File: src/core/pwr_clk_pkg.sv
// constants for the dual clock power mode controller
// assumes a 200 MHz fast clock and a slow oscillator arriving as a pin level
package pwr_clk_pkg;
	// register byte offsets on the axi4-lite bus
	localparam logic [7:0] CTRL_OFS = 8'h00;
	localparam logic [7:0] PORTG_OFS = 8'h04;
	localparam logic [7:0] INTCTL_OFS = 8'h08;
	localparam logic [7:0] IWIN_OFS = 8'h0c;
	localparam logic [7:0] STAT_OFS = 8'h10;
	// control register fields
	localparam int SLOW_ON_BIT = 0;
	localparam int FAST_ON_BIT = 1;
	localparam int DCE_BIT = 2;
	localparam int CCS_BIT = 3;
	localparam int SDLY_BIT = 4;
	// port g data bits
	localparam int IDLE_BIT = 6;
	localparam int HALT_BIT = 7;
	// interrupt control and status fields
	localparam int TIEN_BIT = 0;
	localparam int PEND_BIT = 0;
	localparam int MODE_LSB = 1;
	localparam int STATE_LSB = 4;
	// reset value of control: fast oscillator on, high speed mode
	localparam logic [4:0] CTRL_RST = 5'h02;
	// tick timer geometry: 32768 hz slow clock, 0.125 s window is bit 12
	localparam int TICK_W = 17;
	localparam int TAP_BASE = 12;
	localparam logic [2:0] WIN_MAX = 3'h4;
	localparam logic [TICK_W-1:0] STARTUP_LOAD = 17'h00100;
	// instruction cycle is five fast clocks
	localparam logic [2:0] INSTR_DIV = 3'h5;
	// axi responses
	localparam logic [1:0] RESP_OK = 2'h0;
	localparam logic [1:0] RESP_SLVERR = 2'h2;
	// derived clock mode
	typedef enum logic [1:0] {
		MODE_HS = 2'h0,
		MODE_DUAL = 2'h1,
		MODE_LS = 2'h2
	} mode_t;
	// sequencer state, one-hot
	typedef enum logic [3:0] {
		ST_RUN = 4'h1,
		ST_HALT = 4'h2,
		ST_IDLE = 4'h4,
		ST_START = 4'h8
	} state_t;
endpackage

File: src/core/pwr_clk_ctrl.sv
// dual clock / low speed mode sequencer with halt, idle and tick timer
// assumes pins WAKE_I, SLOW_CLK_I, OSC_QUAL_I, HALT_DIS_I are asynchronous
`timescale 1ns/10ps
module pwr_clk_ctrl (
	input wire logic CLK_I,
	input wire logic NRST_I,
	input wire logic WAKE_I,
	input wire logic SLOW_CLK_I,
	input wire logic OSC_QUAL_I,
	input wire logic HALT_DIS_I,
	input wire logic AWVALID_I,
	output logic AWREADY_O,
	input wire logic [7:0] AWADDR_I,
	input wire logic WVALID_I,
	output logic WREADY_O,
	input wire logic [31:0] WDATA_I,
	input wire logic [3:0] WSTRB_I,
	output logic BVALID_O,
	input wire logic BREADY_I,
	output logic [1:0] BRESP_O,
	input wire logic ARVALID_I,
	output logic ARREADY_O,
	input wire logic [7:0] ARADDR_I,
	output logic RVALID_O,
	input wire logic RREADY_I,
	output logic [31:0] RDATA_O,
	output logic [1:0] RRESP_O,
	output logic CORE_RUN_O,
	output logic CORE_SLOW_O,
	output logic FAST_OSC_EN_O,
	output logic SLOW_OSC_EN_O,
	output logic [1:0] MODE_O,
	output logic TICK_IRQ_O
);
	logic [3:0] sync1_r;
	logic [3:0] sync2_r;
	logic wake_prev_r;
	logic slow_prev_r;
	logic wake_rise;
	logic slow_rise;
	logic [2:0] div_r;
	logic instr_tick;
	logic [4:0] ctrl_r;
	logic tien_r;
	logic [2:0] win_r;
	logic pend_r;
	logic halt_req_r;
	pwr_clk_pkg::state_t st_r;
	pwr_clk_pkg::mode_t mode;
	localparam int TICK_W_L = pwr_clk_pkg::TICK_W;
	localparam int TAP_BASE_L = pwr_clk_pkg::TAP_BASE;
	logic [TICK_W_L-1:0] tick_r;
	logic tick_step;
	logic sel_bit;
	logic sel_prev_r;
	logic sel_tog;
	logic core_step;
	logic aw_full_r;
	logic w_full_r;
	logic [7:0] awaddr_r;
	logic [31:0] wdata_r;
	logic wstrb0_r;
	logic wr_en;
	logic wr_ok;
	logic rd_ok;
	logic [31:0] rd_data;

	// two-stage synchronisers for the asynchronous pins
	always_ff @(posedge CLK_I or negedge NRST_I) begin
		if (!NRST_I) begin
			sync1_r <= 4'h0;
			sync2_r <= 4'h0;
			wake_prev_r <= 1'b0;
			slow_prev_r <= 1'b0;
		end else begin
			sync1_r <= {HALT_DIS_I, OSC_QUAL_I, SLOW_CLK_I, WAKE_I};
			sync2_r <= sync1_r;
			wake_prev_r <= sync2_r[0];
			slow_prev_r <= sync2_r[1];
		end
	end
	assign wake_rise = sync2_r[0] && !wake_prev_r;
	assign slow_rise = sync2_r[1] && !slow_prev_r;

	// instruction cycle strobe, one fifth of the fast clock
	always_ff @(posedge CLK_I or negedge NRST_I) begin
		if (!NRST_I) begin
			div_r <= 3'h0;
		end else begin
			div_r <= (div_r == pwr_clk_pkg::INSTR_DIV - 3'h1) ? 3'h0 : div_r + 3'h1;
		end
	end
	assign instr_tick = (div_r == 3'h0);

	// clock mode from the control bits
	always_comb begin
		if (ctrl_r[pwr_clk_pkg::DCE_BIT] && ctrl_r[pwr_clk_pkg::CCS_BIT]) begin
			mode = pwr_clk_pkg::MODE_LS;
		end else if (ctrl_r[pwr_clk_pkg::DCE_BIT]) begin
			mode = pwr_clk_pkg::MODE_DUAL;
		end else begin
			mode = pwr_clk_pkg::MODE_HS;
		end
	end
	// the core advances on the slow clock in low speed mode
	assign core_step = (mode == pwr_clk_pkg::MODE_LS) ? slow_rise : instr_tick;

	// axi write path: address and data taken in either order
	always_ff @(posedge CLK_I or negedge NRST_I) begin
		if (!NRST_I) begin
			aw_full_r <= 1'b0;
			w_full_r <= 1'b0;
			awaddr_r <= 8'h00;
			wdata_r <= 32'h0;
			wstrb0_r <= 1'b0;
			AWREADY_O <= 1'b1;
			WREADY_O <= 1'b1;
			BVALID_O <= 1'b0;
			BRESP_O <= pwr_clk_pkg::RESP_OK;
		end else begin
			if (AWVALID_I && AWREADY_O) begin
				aw_full_r <= 1'b1;
				awaddr_r <= AWADDR_I;
				AWREADY_O <= 1'b0;
			end
			if (WVALID_I && WREADY_O) begin
				w_full_r <= 1'b1;
				wdata_r <= WDATA_I;
				wstrb0_r <= WSTRB_I[0];
				WREADY_O <= 1'b0;
			end
			if (wr_en) begin
				aw_full_r <= 1'b0;
				w_full_r <= 1'b0;
				BVALID_O <= 1'b1;
				BRESP_O <= wr_ok ? pwr_clk_pkg::RESP_OK : pwr_clk_pkg::RESP_SLVERR;
			end
			if (BVALID_O && BREADY_I) begin
				BVALID_O <= 1'b0;
				AWREADY_O <= 1'b1;
				WREADY_O <= 1'b1;
			end
		end
	end
	assign wr_en = aw_full_r && w_full_r && !BVALID_O;
	assign wr_ok = (awaddr_r == pwr_clk_pkg::CTRL_OFS) || (awaddr_r == pwr_clk_pkg::PORTG_OFS) ||
		(awaddr_r == pwr_clk_pkg::INTCTL_OFS) || (awaddr_r == pwr_clk_pkg::IWIN_OFS) ||
		(awaddr_r == pwr_clk_pkg::STAT_OFS);

	// control registers; all fields live in byte lane 0
	always_ff @(posedge CLK_I or negedge NRST_I) begin
		if (!NRST_I) begin
			ctrl_r <= pwr_clk_pkg::CTRL_RST;
			tien_r <= 1'b0;
			win_r <= 3'h0;
		end else if (wr_en && wstrb0_r) begin
			if (awaddr_r == pwr_clk_pkg::CTRL_OFS) begin
				ctrl_r <= wdata_r[4:0];
			end
			if (awaddr_r == pwr_clk_pkg::INTCTL_OFS) begin
				tien_r <= wdata_r[pwr_clk_pkg::TIEN_BIT];
			end
			if (awaddr_r == pwr_clk_pkg::IWIN_OFS) begin
				win_r <= (wdata_r[2:0] > pwr_clk_pkg::WIN_MAX) ? pwr_clk_pkg::WIN_MAX : wdata_r[2:0];
			end
		end
	end

	// halt request waits for the next core step: the instruction cycle strobe, or the slow clock rise in low speed
	always_ff @(posedge CLK_I or negedge NRST_I) begin
		if (!NRST_I) begin
			halt_req_r <= 1'b0;
		end else if (wr_en && wstrb0_r && awaddr_r == pwr_clk_pkg::PORTG_OFS &&
			wdata_r[pwr_clk_pkg::HALT_BIT] && !sync2_r[3] && st_r == pwr_clk_pkg::ST_RUN) begin
			halt_req_r <= 1'b1;
		end else if (core_step || st_r != pwr_clk_pkg::ST_RUN) begin
			halt_req_r <= 1'b0;
		end
	end

	// power state sequencer
	always_ff @(posedge CLK_I or negedge NRST_I) begin
		if (!NRST_I) begin
			st_r <= pwr_clk_pkg::ST_RUN;
		end else begin
			case (st_r)
				pwr_clk_pkg::ST_RUN: begin
					if (halt_req_r && core_step) begin
						st_r <= pwr_clk_pkg::ST_HALT;
					end else if (wr_en && wstrb0_r && awaddr_r == pwr_clk_pkg::PORTG_OFS &&
						wdata_r[pwr_clk_pkg::IDLE_BIT] && !wdata_r[pwr_clk_pkg::HALT_BIT]) begin
						st_r <= pwr_clk_pkg::ST_IDLE;
					end
				end
				pwr_clk_pkg::ST_HALT: begin
					if (wake_rise) begin
						// low speed keeps its oscillator, so no delay there
						st_r <= (mode == pwr_clk_pkg::MODE_LS) ? pwr_clk_pkg::ST_RUN : pwr_clk_pkg::ST_START;
					end
				end
				pwr_clk_pkg::ST_IDLE: begin
					if (wake_rise || sel_tog) begin
						st_r <= pwr_clk_pkg::ST_RUN;
					end
				end
				pwr_clk_pkg::ST_START: begin
					if (tick_step && tick_r == TICK_W_L'(1)) begin
						st_r <= pwr_clk_pkg::ST_RUN;
					end
				end
				default: begin
					st_r <= pwr_clk_pkg::ST_RUN;
				end
			endcase
		end
	end

	// tick timer source: qualified instruction cycles during start-up,
	// nothing while halted, else the slow clock (instruction rate in high speed)
	always_comb begin
		case (st_r)
			pwr_clk_pkg::ST_START: tick_step = instr_tick && sync2_r[2];
			pwr_clk_pkg::ST_HALT: tick_step = 1'b0;
			default: tick_step = (mode == pwr_clk_pkg::MODE_HS) ? instr_tick : slow_rise;
		endcase
	end

	// tick timer, counting up but frozen in halt and counting down in start-up, invisible to software
	always_ff @(posedge CLK_I or negedge NRST_I) begin
		if (!NRST_I) begin
			tick_r <= '0;
		end else if (st_r == pwr_clk_pkg::ST_HALT && wake_rise && mode != pwr_clk_pkg::MODE_LS) begin
			tick_r <= pwr_clk_pkg::STARTUP_LOAD;
		end else if (tick_step) begin
			tick_r <= (st_r == pwr_clk_pkg::ST_START) ? tick_r - TICK_W_L'(1) : tick_r + TICK_W_L'(1);
		end
	end

	// window tap and its toggle detector
	assign sel_bit = tick_r[TAP_BASE_L + int'(win_r)];
	always_ff @(posedge CLK_I or negedge NRST_I) begin
		if (!NRST_I) begin
			sel_prev_r <= 1'b0;
		end else begin
			sel_prev_r <= sel_bit;
		end
	end
	assign sel_tog = (sel_bit != sel_prev_r) && st_r != pwr_clk_pkg::ST_START;

	// pending flag: write one clears it, a toggle in the same cycle wins
	always_ff @(posedge CLK_I or negedge NRST_I) begin
		if (!NRST_I) begin
			pend_r <= 1'b0;
		end else if (sel_tog) begin
			pend_r <= 1'b1;
		end else if (wr_en && wstrb0_r && awaddr_r == pwr_clk_pkg::STAT_OFS && wdata_r[pwr_clk_pkg::PEND_BIT]) begin
			pend_r <= 1'b0;
		end
	end

	// registered outputs toward the core and the oscillators
	always_ff @(posedge CLK_I or negedge NRST_I) begin
		if (!NRST_I) begin
			CORE_RUN_O <= 1'b1;
			CORE_SLOW_O <= 1'b0;
			FAST_OSC_EN_O <= 1'b1;
			SLOW_OSC_EN_O <= 1'b0;
			MODE_O <= pwr_clk_pkg::MODE_HS;
			TICK_IRQ_O <= 1'b0;
		end else begin
			CORE_RUN_O <= (st_r == pwr_clk_pkg::ST_RUN);
			CORE_SLOW_O <= (mode == pwr_clk_pkg::MODE_LS);
			FAST_OSC_EN_O <= ctrl_r[pwr_clk_pkg::FAST_ON_BIT] && st_r != pwr_clk_pkg::ST_HALT;
			SLOW_OSC_EN_O <= ctrl_r[pwr_clk_pkg::SLOW_ON_BIT] || mode == pwr_clk_pkg::MODE_LS;
			MODE_O <= mode;
			TICK_IRQ_O <= pend_r && tien_r;
		end
	end

	// read mux
	always_comb begin
		rd_data = 32'h0;
		rd_ok = 1'b1;
		case (ARADDR_I)
			pwr_clk_pkg::CTRL_OFS: rd_data[4:0] = ctrl_r;
			pwr_clk_pkg::PORTG_OFS: rd_data[7:6] = {halt_req_r || st_r == pwr_clk_pkg::ST_HALT, st_r == pwr_clk_pkg::ST_IDLE};
			pwr_clk_pkg::INTCTL_OFS: rd_data[0] = tien_r;
			pwr_clk_pkg::IWIN_OFS: rd_data[2:0] = win_r;
			pwr_clk_pkg::STAT_OFS: rd_data[7:0] = {st_r, 1'b0, mode, pend_r};
			default: rd_ok = 1'b0;
		endcase
	end

	// axi read path, one outstanding read
	always_ff @(posedge CLK_I or negedge NRST_I) begin
		if (!NRST_I) begin
			ARREADY_O <= 1'b1;
			RVALID_O <= 1'b0;
			RDATA_O <= 32'h0;
			RRESP_O <= pwr_clk_pkg::RESP_OK;
		end else if (ARVALID_I && ARREADY_O) begin
			ARREADY_O <= 1'b0;
			RVALID_O <= 1'b1;
			RDATA_O <= rd_data;
			RRESP_O <= rd_ok ? pwr_clk_pkg::RESP_OK : pwr_clk_pkg::RESP_SLVERR;
		end else if (RVALID_O && RREADY_I) begin
			RVALID_O <= 1'b0;
			ARREADY_O <= 1'b1;
		end
	end
endmodule

File: config.mk
export PLATFORM = sky130hd
export DESIGN_NAME = pwr_clk_ctrl
export DESIGN_NICKNAME = d
export VERILOG_FILES = /design/src/core/pwr_clk_pkg.sv /design/src/core/pwr_clk_ctrl.sv
export SDC_FILE = /design/constraint.sdc
export NUM_CORES = 1
export LEC_CHECK = 0
export BUFFER_PORTS_ARGS = -buffer_cell sky130_fd_sc_hd__buf_4
export CAP_MARGIN = 25
export CORE_MARGIN = 2
export CORE_UTILIZATION = 53
export DETAILED_ROUTE_END_ITERATION = 7
export GPL_TIMING_DRIVEN = 0
export PLACE_DENSITY = 0.8
export SLEW_MARGIN = 20
export SYNTH_ARGS = -nofsm -noshare
export SYNTH_HDL_FRONTEND = slang
export SYNTH_SLANG_ARGS = --single-unit
File: constraint.sdc
create_clock -name CLK_I -period 2.8 [get_ports CLK_I]
set_input_delay 0.28 -clock CLK_I [delete_from_list [all_inputs] [get_ports CLK_I]]
set_output_delay 0.28 -clock CLK_I [all_outputs]
set_load 0.01 [all_outputs]
==> flow_summary_export.csv, run 1 <==
group,metric,value,unit
synth,syn_inst,397,
synth,ys_warn_count,0,
timing,min_period,2.31,ns
worst_setup_path,required,3.02,ns
routing,vias_per_cell,5.33,
synth,async_reset_ff_share,100,%
placement,dp.cells,579,
synth,synth.avg_cell_area,10.7,sq um
timing,hold_viol,46,
synth,ys_types,56,
global_routing,grt_pass1_vias,3186,
power_and_ir_drop,p_comb_share,23.4,%
synth,synth_ff_type,"dfrtp_1",
global_routing,grt_use_total,22.1,%
worst_setup_path,crit_path_start,"tick_r[3]",
power_and_ir_drop,internal_power,0.00223,W
worst_setup_path,reg2reg_depth,6,
timing,worst_pin_slew,0.815,ns
floorplanning,die-area,0.00872,sq mm
worst_setup_path,timing.rr.end,"tick_r[12]",
cts,htree_levels,3,
floorplanning,die_height,93.4,um
job,cap_violations,0,
worst_setup_path,cp.arrival,2.53,ns
worst_setup_path,endpoint,"tick_r[12]",
power_and_ir_drop,vdd.ir_drop.worst,0.511,mV
layout,area_growth,19.6,%
synth,synth_top_cell_by_area,"dfrtp_1",
cts,post_cts_buffers,0,
routing,wl_per_cell,15.2,um
global_routing,grt_antenna_before_repair,0,
power_and_ir_drop,p_seq_share,51.1,%
cts,clk_pin_slew,0.08,ns
cts,cts_root_buffer,"clkbuf_8",
synth,yosysSeqAreaShare,50.5,%
worst_setup_path,reg2reg_from,"tick_r[3]",
placement,place_congestion,0.879,
worst_setup_path,critical_path.cell_chain,"buf_2 > nor4_1 > nand4_1 > a222oi_1 > xnor2_1 > nor2_1",
timing,rsz0062_at_grt,"no",
worst_setup_path,cp_max_fo,7,
layout,drive_gt1_share,31.2,%
worst_hold_path,holdCritPathClass,"in -> async",
worst_setup_path,cp-end-kind,"flip-flop",
cts,cts-resized-gates,0,
cts,clockBufferDepth,2,
floorplanning,rows,32,
routing,first_iter_violations,171,
cts,holdBufCountCts,0,
cts,clock-sinks,85,
power_and_ir_drop,power_density,642,mW/mm^2
synth,yosysMostFrequentCell,"dfrtp_1",
layout,final_cells,595,
synth,synth_commonest_cells,"dfrtp_1 (78), mux2_2 (30), nand2_1 (30), buf_4 (28), nor2_1 (24)",
routing,drtAntennaViolNets,0,
power_and_ir_drop,leakage,2.38,nW
timing,setup_tns,0,ns
timing,drv_slew,0,
timing,min_period_over_period,82.6,%
synth,netlist_area,0.00423,sq mm
power_and_ir_drop,switching_power,0.00101,W
placement,post-dp-hpwl,6700,um
cts,numCtsBuffers,9,
worst_setup_path,r2r_setup_slack,0.49,ns
timing,max_slew_margin,45.1,%
synth,yosys-top-cells-area,"dfrtp_1 (46%), mux2_2 (8.0%), buf_4 (5.0%)",
global_routing,grt_max_degree,86,
cts,cts_tree,"yes",
worst_setup_path,path_depth,6,
worst_setup_path,cp-start-kind,"flip-flop",
outcome,violations,"negative hold slack",
floorplanning,die_w,93.4,um
timing,fmax,432,MHz
synth,ys_seq_elements,85,
floorplanning,top_level_ports,111,
routing,drc,0,
routing,drt_wl_total,9020,um
floorplanning,initial_core_util,54.8,%
layout,nets,556,
outcome,status,"finished, violations left",
global_routing,overflow,0,
worst_setup_path,crit_slowest_cell,"nor4_1",
layout,n_antenna_cell,0,
power_and_ir_drop,power.share.switching,31.2,%
routing,firstDrtPassIters,4,
power_and_ir_drop,p_total,0.00325,W
floorplanning,core_area,0.00773,sq mm
routing,vias,3171,
worst_setup_path,crit_buf_inv,1,
worst_setup_path,max_stage_delay,0.71,ns
cts,insertion_delay,0.36,ns
synth,synth-edff-count,0,
timing,timing.hold.ws,-0.0225,ns
timing,final-setup-viol-count,0,
placement,portBuffers,55,
global_routing,grt_pass1_wl,14900,um
worst_setup_path,critPathKind,"reg -> reg",
worst_setup_path,crit_family,"simple AND/OR/NAND/NOR gates",
timing,clock_skew,0.00885,ns
synth,synth_top_area_share,46.1,%
power_and_ir_drop,p_clk_share,25.5,%
==> per-stage QoR <==
step / utilization, % / hold WS, ns / setup WS [ns] / area (sq um)
after global routing: 65.5 / 0.0111 / 0.280 / 5060
after floorplan: - / -0.0156 / 0.780 / 4330
final: 65.5 / -0.0225 / 0.486 / 5060
after detailed placement: 63.0 / 0.337 / 0.531 / 4870
after CTS: 65.5 / 0.0171 / 0.511 / 5060
after global placement: 63.0 / 0.334 / 0.579 / 4870
==> power by group through the flow <==
stage               clock, W  sequential, W  combinational (W)
floorplan                  0        0.00165           0.000505
global placement           0        0.00166           0.000728
detailed placement         0        0.00168           0.000761
CTS                 0.000857        0.00166           0.000766
global route        0.000904        0.00170           0.000850
finish              0.000827        0.00166           0.000760
==> final cells by class <==
cell class	instances	area, sq um
Fill cell	603	2670
Sequential cell	85	2140
Multi-Input combinational cell	281	1870
Timing Repair Buffer	55	417
Buffer	38	254
Clock buffer	11	151
Tap cell	102	128
Inverter	18	67.6
Clock inverter	5	41.3
==> flip-flops by register name, summed over array words and instances, names as in the netlist, 3 cells and up <==
signal    flops
div_r         3
wdata_r       7
tick_r       17
st_r          4
sync1_r       4
win_r         3
ctrl_r        5
awaddr_r      8
RDATA_O       8
sync2_r       4
==> cell usage in the layout, fill, tap and decap left out, types with 3 or more instances in the layout <==
master    netlist  routed
nor3_1         10      10
nand3b_1        4       4
dfstp_2         7       7
a31oi_1         3       3
a22o_1          6       6
o21ai_0        15      15
nand3_1        17      17
or3_1           3       3
nor4_1          7       7
clkbuf_8        0      11
inv_1          18      18
mux2i_1        10      10
a211oi_1        3       3
xnor2_1         9       9
nor2b_1         9       9
mux2_2         30      30
nand4_1         8       8
a22oi_1         3       3
buf_2           5       5
a32o_1          3       3
clkbuf_1        5       5
nand2_1        30      30
dfrtp_1        78      78
conb_1          1      26
nor2_1         24      24
buf_4          28      82
nand2b_1        5       5
a21oi_1        13      13
ha_1            5       5
==> worst min-delay path by stage <==
stage | cells past startpoint | endpoint | slack (ns)
2_1_floorplan | 0 | BRESP_O[1] | -0.02
3_3_place_gp | 0 | sync2_r[2] | 0.33
3_5_place_dp | 0 | sync2_r[0] | 0.34
4_1_cts | 1 | sync1_r[0] | 0.02
5_1_grt | 1 | CORE_SLOW_O | 0.01
6_report | 1 | tick_r[2] | -0.02
==> routing by layer <==
| metal | GRT usage (%) | vias to the layer above | wire [um] |
|---|---|---|---|
| li1 | - | 1544 | - |
| met1 | 29.5 | 1528 | 3940 |
| met2 | 36.0 | 89 | 4480 |
| met3 | 5.32 | 10 | 492 |
| met4 | 6.25 | 0 | 102 |
| met5 | 0 | - | 0 |
==> logic make-up after synthesis <==
kind of cell / after synthesis / share of synthesized area [%]
adder cells (fa/ha/maj): 5 / 1.48
other: 1 / 0.0886
AO/OA/AOI/OAI: 62 / 10.1
AND/OR/NAND/NOR: 138 / 17.8
multiplexers: 40 / 10.3
flip-flops: 85 / 50.5
buffers and inverters: 56 / 7.60
XOR/XNOR: 10 / 2.07
Note: power is estimated with default switching activity, not from simulation.
==> inputs of run 2 (changes only) <==
--- a/config.mk
+++ b/config.mk
@@ -5,10 +5,11 @@
 export SDC_FILE = /design/constraint.sdc
 export NUM_CORES = 1
 export LEC_CHECK = 0
+export ABC_AREA = 1
 export BUFFER_PORTS_ARGS = -buffer_cell sky130_fd_sc_hd__buf_4
 export CAP_MARGIN = 25
 export CORE_MARGIN = 2
-export CORE_UTILIZATION = 53
+export CORE_UTILIZATION = 54
 export DETAILED_ROUTE_END_ITERATION = 7
 export GPL_TIMING_DRIVEN = 0
 export PLACE_DENSITY = 0.8
==> constraint.sdc (replaced) <==
create_clock -name CLK_I -period 2.4 [get_ports CLK_I]
set_input_delay 0.24 -clock CLK_I [delete_from_list [all_inputs] [get_ports CLK_I]]
set_output_delay 0.24 -clock CLK_I [all_outputs]
set_load 0.01 [all_outputs]
==> flow_summary_export.csv, run 2 <==
group,metric,value,unit
routing,drtAntennaViolNets,0,
cts,clk_pin_slew,0.11,ns
synth,ys_seq_elements,85,
synth,yosysMostFrequentCell,"nand2_1",
routing,drt_wl_total,10300,um
layout,nets,786,
global_routing,overflow,0,
floorplanning,rows,33,
worst_setup_path,critical_path.cell_chain,"ha_1 > nand2_1 > nor2_2 > nand3_1 > nand2_1 > o21ai_1 > inv_2 > nand2_1 > o21ai_1 > a21oi_1",
worst_setup_path,crit_slowest_cell,"dfrtp_1",
placement,dpl-instance-area,0.00529,sq mm
synth,synth-edff-count,0,
layout,drive_gt1_share,19.9,%
synth,yosys-top-cells-area,"dfrtp_1 (42%), nand2_1 (15%), inv_1 (5.6%)",
routing,vias,4143,
routing,vias_per_cell,5.00,
worst_setup_path,max_stage_delay,0.40,ns
routing,first_iter_violations,335,
routing,wl_per_cell,12.5,um
power_and_ir_drop,leakage,2.96,nW
synth,yosysSeqAreaShare,46.0,%
floorplanning,top_level_ports,111,
layout,largest-register,"tick_r",
layout,n_antenna_cell,0,
layout,final_common_cell,"nand2_1",
synth,synth_ff_type,"dfrtp_1",
layout,layout_top_registers,"tick_r: 17 flops, RDATA_O: 8 flops, awaddr_r: 8 flops",
worst_setup_path,cp-start-kind,"flip-flop",
timing,final-setup-viol-count,0,
synth,ys_types,33,
placement,place_congestion,0.905,
synth,synth_top_area_share,42.0,%
cts,insertion_delay,0.38,ns
timing,min_period_over_period,74.3,%
layout,area_growth,19.4,%
job,cap_violations,0,
worst_setup_path,critPathKind,"reg -> reg",
worst_hold_path,hold_start,"AWVALID_I",
cts,cts-resized-gates,0,
cts,cts_tree,"yes",
cts,clockBufferDepth,2,
power_and_ir_drop,vdd.ir_drop.worst,0.513,mV
cts,numCtsBuffers,9,
timing,rsz0062_at_grt,"no",
timing,drv_slew,0,
timing,hold_viol,0,
synth,netlist_area,0.00465,sq mm
synth,synth_top_family_by_area,"simple AND/OR/NAND/NOR gates",
global_routing,grt_pass1_wl,17600,um
synth,synth_compound_gate_area_share,8.86,%
worst_setup_path,required,2.66,ns
floorplanning,die_w,96.8,um
timing,setup_tns,0,ns
cts,holdBufCountCts,4,
worst_hold_path,holdPathEnd,"AWREADY_O",
global_routing,grt_use_total,22.9,%
timing,min_period,1.78,ns
worst_setup_path,r2r_setup_slack,0.62,ns
floorplanning,die-area,0.00936,sq mm
floorplanning,initial_core_util,56.0,%
worst_setup_path,cp.arrival,2.04,ns
layout,post-route-cell-area,0.00555,sq mm
global_routing,grt_pass1_vias,3821,
floorplanning,core_area,0.00830,sq mm
placement,post-dp-hpwl,7780,um
synth,muxShareOfSynthArea,0,%
worst_hold_path,holdCritPathClass,"in -> reg",
worst_setup_path,reg2reg_from,"tick_r[1]",
synth,yosys.area_share.simple,28.9,%
synth,synth_top_cell_by_area,"dfrtp_1",
routing,drc,0,
floorplanning,die_height,96.8,um
timing,fmax,561,MHz
worst_setup_path,cp-end-kind,"flip-flop",
worst_setup_path,cp_max_fo,5,
cts,cts_root_buffer,"clkbuf_8",
synth,synth_fa_ha_area_share,1.35,%
synth,async_reset_ff_share,100,%
cts,post_cts_buffers,0,
outcome,status,"complete, no violations",
worst_setup_path,crit_top_cell,"nand2_1",
global_routing,grt_max_degree,86,
synth,synth_commonest_cells,"nand2_1 (185), dfrtp_1 (78), inv_1 (69), nor2_1 (63), o21ai_0 (40)",
timing,worst_pin_slew,0.737,ns
worst_hold_path,hold_depth,2,
worst_setup_path,timing.rr.end,"tick_r[6]",
layout,final_cells,828,
synth,syn_inst,621,
synth,synth.avg_cell_area,7.48,sq um
worst_setup_path,reg2reg_depth,10,
layout,largest_reg_flops,17,
placement,portBuffers,56,
timing,max_slew_margin,50.9,%
layout,mostFrequentLayoutCells,"nand2_1 (185), buf_4 (85), dfrtp_1 (78)",
power_and_ir_drop,power_density,794,mW/mm^2
worst_setup_path,crit_path_start,"tick_r[1]",
cts,htree_levels,3,
global_routing,grt_antenna_before_repair,0,
routing,firstDrtPassIters,5,
placement,dp.cells,807,
synth,synth-xor-area-share,2.07,%
synth,ys_warn_count,0,
timing,clock_skew,0.0171,ns
cts,clock-sinks,85,
run 2: cells by family (layout without fill, tap and decap cells):
kind of cell             count (synthesis)  after routing
adder cells (fa/ha/maj)                  5              5
AND/OR/NAND/NOR                        316            316
XOR/XNOR                                11             11
other                                    1             26
buffers and inverters                  124            201
flip-flops                              85             85
AO/OA/AOI/OAI                           79             79
run 2: cell type report:
| type | count | area (sq um) |
|---|---|---|
| plain buffers | 41 | 283 |
| clock buffers | 9 | 124 |
| clock inverters | 7 | 78.8 |
| fillers | 715 | 2750 |
| inverters | 83 | 312 |
| multi-input cells | 437 | 2010 |
| flip-flops and latches | 85 | 2140 |
| well taps | 105 | 131 |
| repair buffers | 61 | 474 |
run 2: routing by layer:
metal / vias to the layer above / GRT usage (%) / share of wire, %
li1: 2098 / - / -
met1: 1872 / 32.2 / 45
met2: 159 / 36.2 / 46
met3: 14 / 3.76 / 6.8
met4: 0 / 8.13 / 1.6
met5: - / 0 / 0
run 2: worst max-delay path by stage:
stage / endpoint / slack [ns]
3_5_place_dp: tick_r[6] / 0.68
3_3_place_gp: tick_r[6] / 0.73
6_report: tick_r[6] / 0.62
5_1_grt: tick_r[4] / 0.51
2_1_floorplan: tick_r[6] / 0.97
4_1_cts: tick_r[6] / 0.67
run 2: metrics by stage:
step | hold WS, ns | setup slack, ns | total power, W | utilization, %
floorplan | -0.0556 | 0.968 | 0.00290 | -
global route | 0.0354 | 0.506 | 0.00473 | 66.9
global placement | 0.334 | 0.727 | 0.00332 | 63.8
CTS | 0.0194 | 0.668 | 0.00442 | 66.7
finish | 0.0248 | 0.617 | 0.00440 | 66.9
detailed placement | 0.337 | 0.676 | 0.00339 | 63.8
run 2: critical path: cells and delay by family (launching register included):
family | cells | cell delay (ns)
adders and majority gates | 1 | 0.29
and+or+nand+nor | 5 | 0.63
AOI/OAI and AO/OA | 3 | 0.27
buffers and inverters | 1 | 0.06
DFF | 1 | 0.40
run 2: power breakdown:
group | total [W] | internal (W) | leakage, nW | switching [W]
sequential | 0.00202 | 0.00181 | 1.08 | 0.000219
combinational | 0.00135 | 0.000530 | 1.78 | 0.000818
clock | 0.00103 | 0.000414 | 0.102 | 0.000618
total | 0.00440 | 0.00275 | 2.96 | 0.00165
==> inputs of run 3 (changes only) <==
--- a/config.mk
+++ b/config.mk
@@ -5,11 +5,11 @@
 export SDC_FILE = /design/constraint.sdc
 export NUM_CORES = 1
 export LEC_CHECK = 0
-export ABC_AREA = 1
+export ABC_AREA = 0
 export BUFFER_PORTS_ARGS = -buffer_cell sky130_fd_sc_hd__buf_4
 export CAP_MARGIN = 25
 export CORE_MARGIN = 2
-export CORE_UTILIZATION = 54
+export CORE_UTILIZATION = 53
 export DETAILED_ROUTE_END_ITERATION = 7
 export GPL_TIMING_DRIVEN = 0
 export PLACE_DENSITY = 0.8
==> constraint.sdc (replaced) <==
create_clock -name CLK_I -period 1.8 [get_ports CLK_I]
set_input_delay 0.18 -clock CLK_I [delete_from_list [all_inputs] [get_ports CLK_I]]
set_output_delay 0.18 -clock CLK_I [all_outputs]
set_load 0.01 [all_outputs]
==> flow_summary_export.csv, run 3 (synthesis gave the netlist of run 1 again) <==
group,metric,value,unit
timing,rsz0062_at_grt,"yes",
routing,first_iter_violations,276,
floorplanning,die_height,93.4,um
floorplanning,top_level_ports,111,
layout,mostFrequentLayoutCells,"buf_4 (97), dfrtp_1 (75), mux2_2 (29)",
layout,nets,583,
global_routing,grt.busiest_layer,"met2",
worst_setup_path,timing.rr.end,"tick_r[16]",
placement,place_congestion,0.848,
global_routing,gr-usage-met1,30.3,%
outcome,status,"finished, violations left",
layout,layout_top_registers,"tick_r: 17 flops, RDATA_O: 8 flops, awaddr_r: 8 flops",
cts,clockBufferDepth,2,
worst_setup_path,critical_path.cell_chain,"inv_1 > ha_4 > or3b_4 > a211o_4 > a22oi_2 > o21ai_1 > mux2i_1",
worst_hold_path,holdCritPathClass,"in -> reg",
power_and_ir_drop,power_density,982,mW/mm^2
global_routing,overflow,0,
layout,final_common_cell,"buf_4",
layout,drive_gt1_share,38.3,%
global_routing,grt_pass1_vias,3293,
routing,firstDrtPassIters,5,
worst_hold_path,holdPathEnd,"wdata_r[0]",
cts,clk_pin_slew,0.09,ns
worst_setup_path,cp-end-kind,"flip-flop",
floorplanning,rows,32,
worst_setup_path,crit_family,"compound AO/OA/AOI/OAI gates",
routing,drc,0,
timing,fmax,469,MHz
cts,insertion_delay,0.37,ns
floorplanning,initial_core_util,54.8,%
power_and_ir_drop,leakage,2.57,nW
timing,clock_skew,0.0142,ns
routing,drt_wl_total,10200,um
cts,cts_root_buffer,"clkbuf_8",
worst_setup_path,crit_slowest_cell,"dfrtp_1",
floorplanning,die_w,93.4,um
worst_setup_path,critPathKind,"reg -> reg",
timing,hold_viol,0,
cts,cts_tree,"yes",
layout,largest_reg_flops,17,
worst_setup_path,cp.arrival,2.39,ns
cts,clock-sinks,85,
worst_setup_path,reg2reg_depth,7,
layout,area_growth,31.5,%
global_routing,grt_use_met3,5.32,%
global_routing,grt_max_degree,86,
layout,post-route-cell-area,0.00557,sq mm
global_routing,use_met2,39.3,%
cts,htree_levels,3,
worst_setup_path,crit_buf_inv,1,
worst_setup_path,crit_path_start,"div_r[0]",
floorplanning,die-area,0.00872,sq mm
global_routing,grt_pass1_wl,15800,um
worst_setup_path,reg2reg_from,"div_r[0]",
routing,drtAntennaViolNets,0,
worst_setup_path,cp_max_fo,6,
layout,num-fill-cells,548,
global_routing,grt_antenna_before_repair,0,
placement,post-place-ws,-0.420,ns
floorplanning,core_area,0.00773,sq mm
power_and_ir_drop,p_total,0.00547,W
timing,drv_slew,0,
timing,worst_pin_slew,0.764,ns
layout,final_cells,622,
placement,dpl-instance-area,0.00488,sq mm
power_and_ir_drop,vdd.ir_drop.worst,0.795,mV
worst_setup_path,r2r_setup_slack,-0.33,ns
timing,setup_slack,-0.332,ns
worst_setup_path,max_stage_delay,0.39,ns
cts,numCtsBuffers,9,
placement,dp.cells,579,
timing,min_period_over_period,118,%
timing,final-setup-viol-count,18,
worst_hold_path,hold_start,"WDATA_I[0]",
layout,n_antenna_cell,0,
job,cap_violations,0,
routing,vias_per_cell,5.47,
routing,vias,3404,
layout,largest-register,"tick_r",
timing,timing.hold.ws,0.0340,ns
routing,wl_per_cell,16.4,um
outcome,violations,"negative setup slack",
worst_setup_path,cp-start-kind,"flip-flop",
worst_setup_path,required,2.06,ns
global_routing,grt_use_total,23.4,%
timing,min_period,2.13,ns
timing,max_slew_margin,49.1,%
placement,portBuffers,55,
placement,post-dp-hpwl,6460,um
worst_hold_path,hold_depth,2,
run 3: power breakdown:
part           internal (W)  total [W]  switching (W)
sequential          0.00229    0.00259       0.000300
combinational      0.000631    0.00130       0.000670
clock              0.000831    0.00157       0.000739
run 3: layout make-up:
type | instances | area, sq um | share of cell area [%]
flip-flops and latches | 85 | 2140 | 38.4
multi-input cells | 281 | 2070 | 37.2
repair buffers | 82 | 656 | 11.8
plain buffers | 38 | 273 | 4.90
clock buffers | 10 | 138 | 2.47
well taps | 102 | 128 | 2.29
clock inverters | 6 | 92.6 | 1.66
inverters | 18 | 67.6 | 1.21
run 3: worst max-delay path by stage:
stage	endpoint	depth (start not counted)	slack, ns
3_5_place_dp	tick_r[1]	4	-0.42
2_1_floorplan	tick_r[12]	7	-0.22
5_1_grt	tick_r[12]	7	-0.41
6_report	tick_r[16]	7	-0.33
4_1_cts	tick_r[12]	7	-0.32
3_3_place_gp	tick_r[7]	7	-0.38
run 3: repair_timing:
| item | in CTS | in global routing |
|---|---|---|
| pin swaps | 9 | 17 |
| resized for setup | 29 | 21 |
| buffers inserted | 10 | 8 |
| endpoints found under the setup margin | 30 | 28 |
| hold buffers | 9 | 1 |
| hold endpoints to repair | 9 | 78 |
run 3: per-layer routing:
| metal | vias to the layer above | part of all wire (%) |
|---|---|---|
| met5 | - | 0 |
| met4 | 0 | 2.0 |
| li1 | 1593 | - |
| met1 | 1646 | 42 |
| met2 | 140 | 50 |
| met3 | 25 | 6.3 |
run 3: per-stage QoR:
stage,TNS (ns),utilization (%)
floorplan,-1.10,-
global placement,-8.31,63.1
detailed placement,-9.22,63.1
CTS,-3.65,70.0
global route,-5.48,72.0
finish,-4.03,72.0
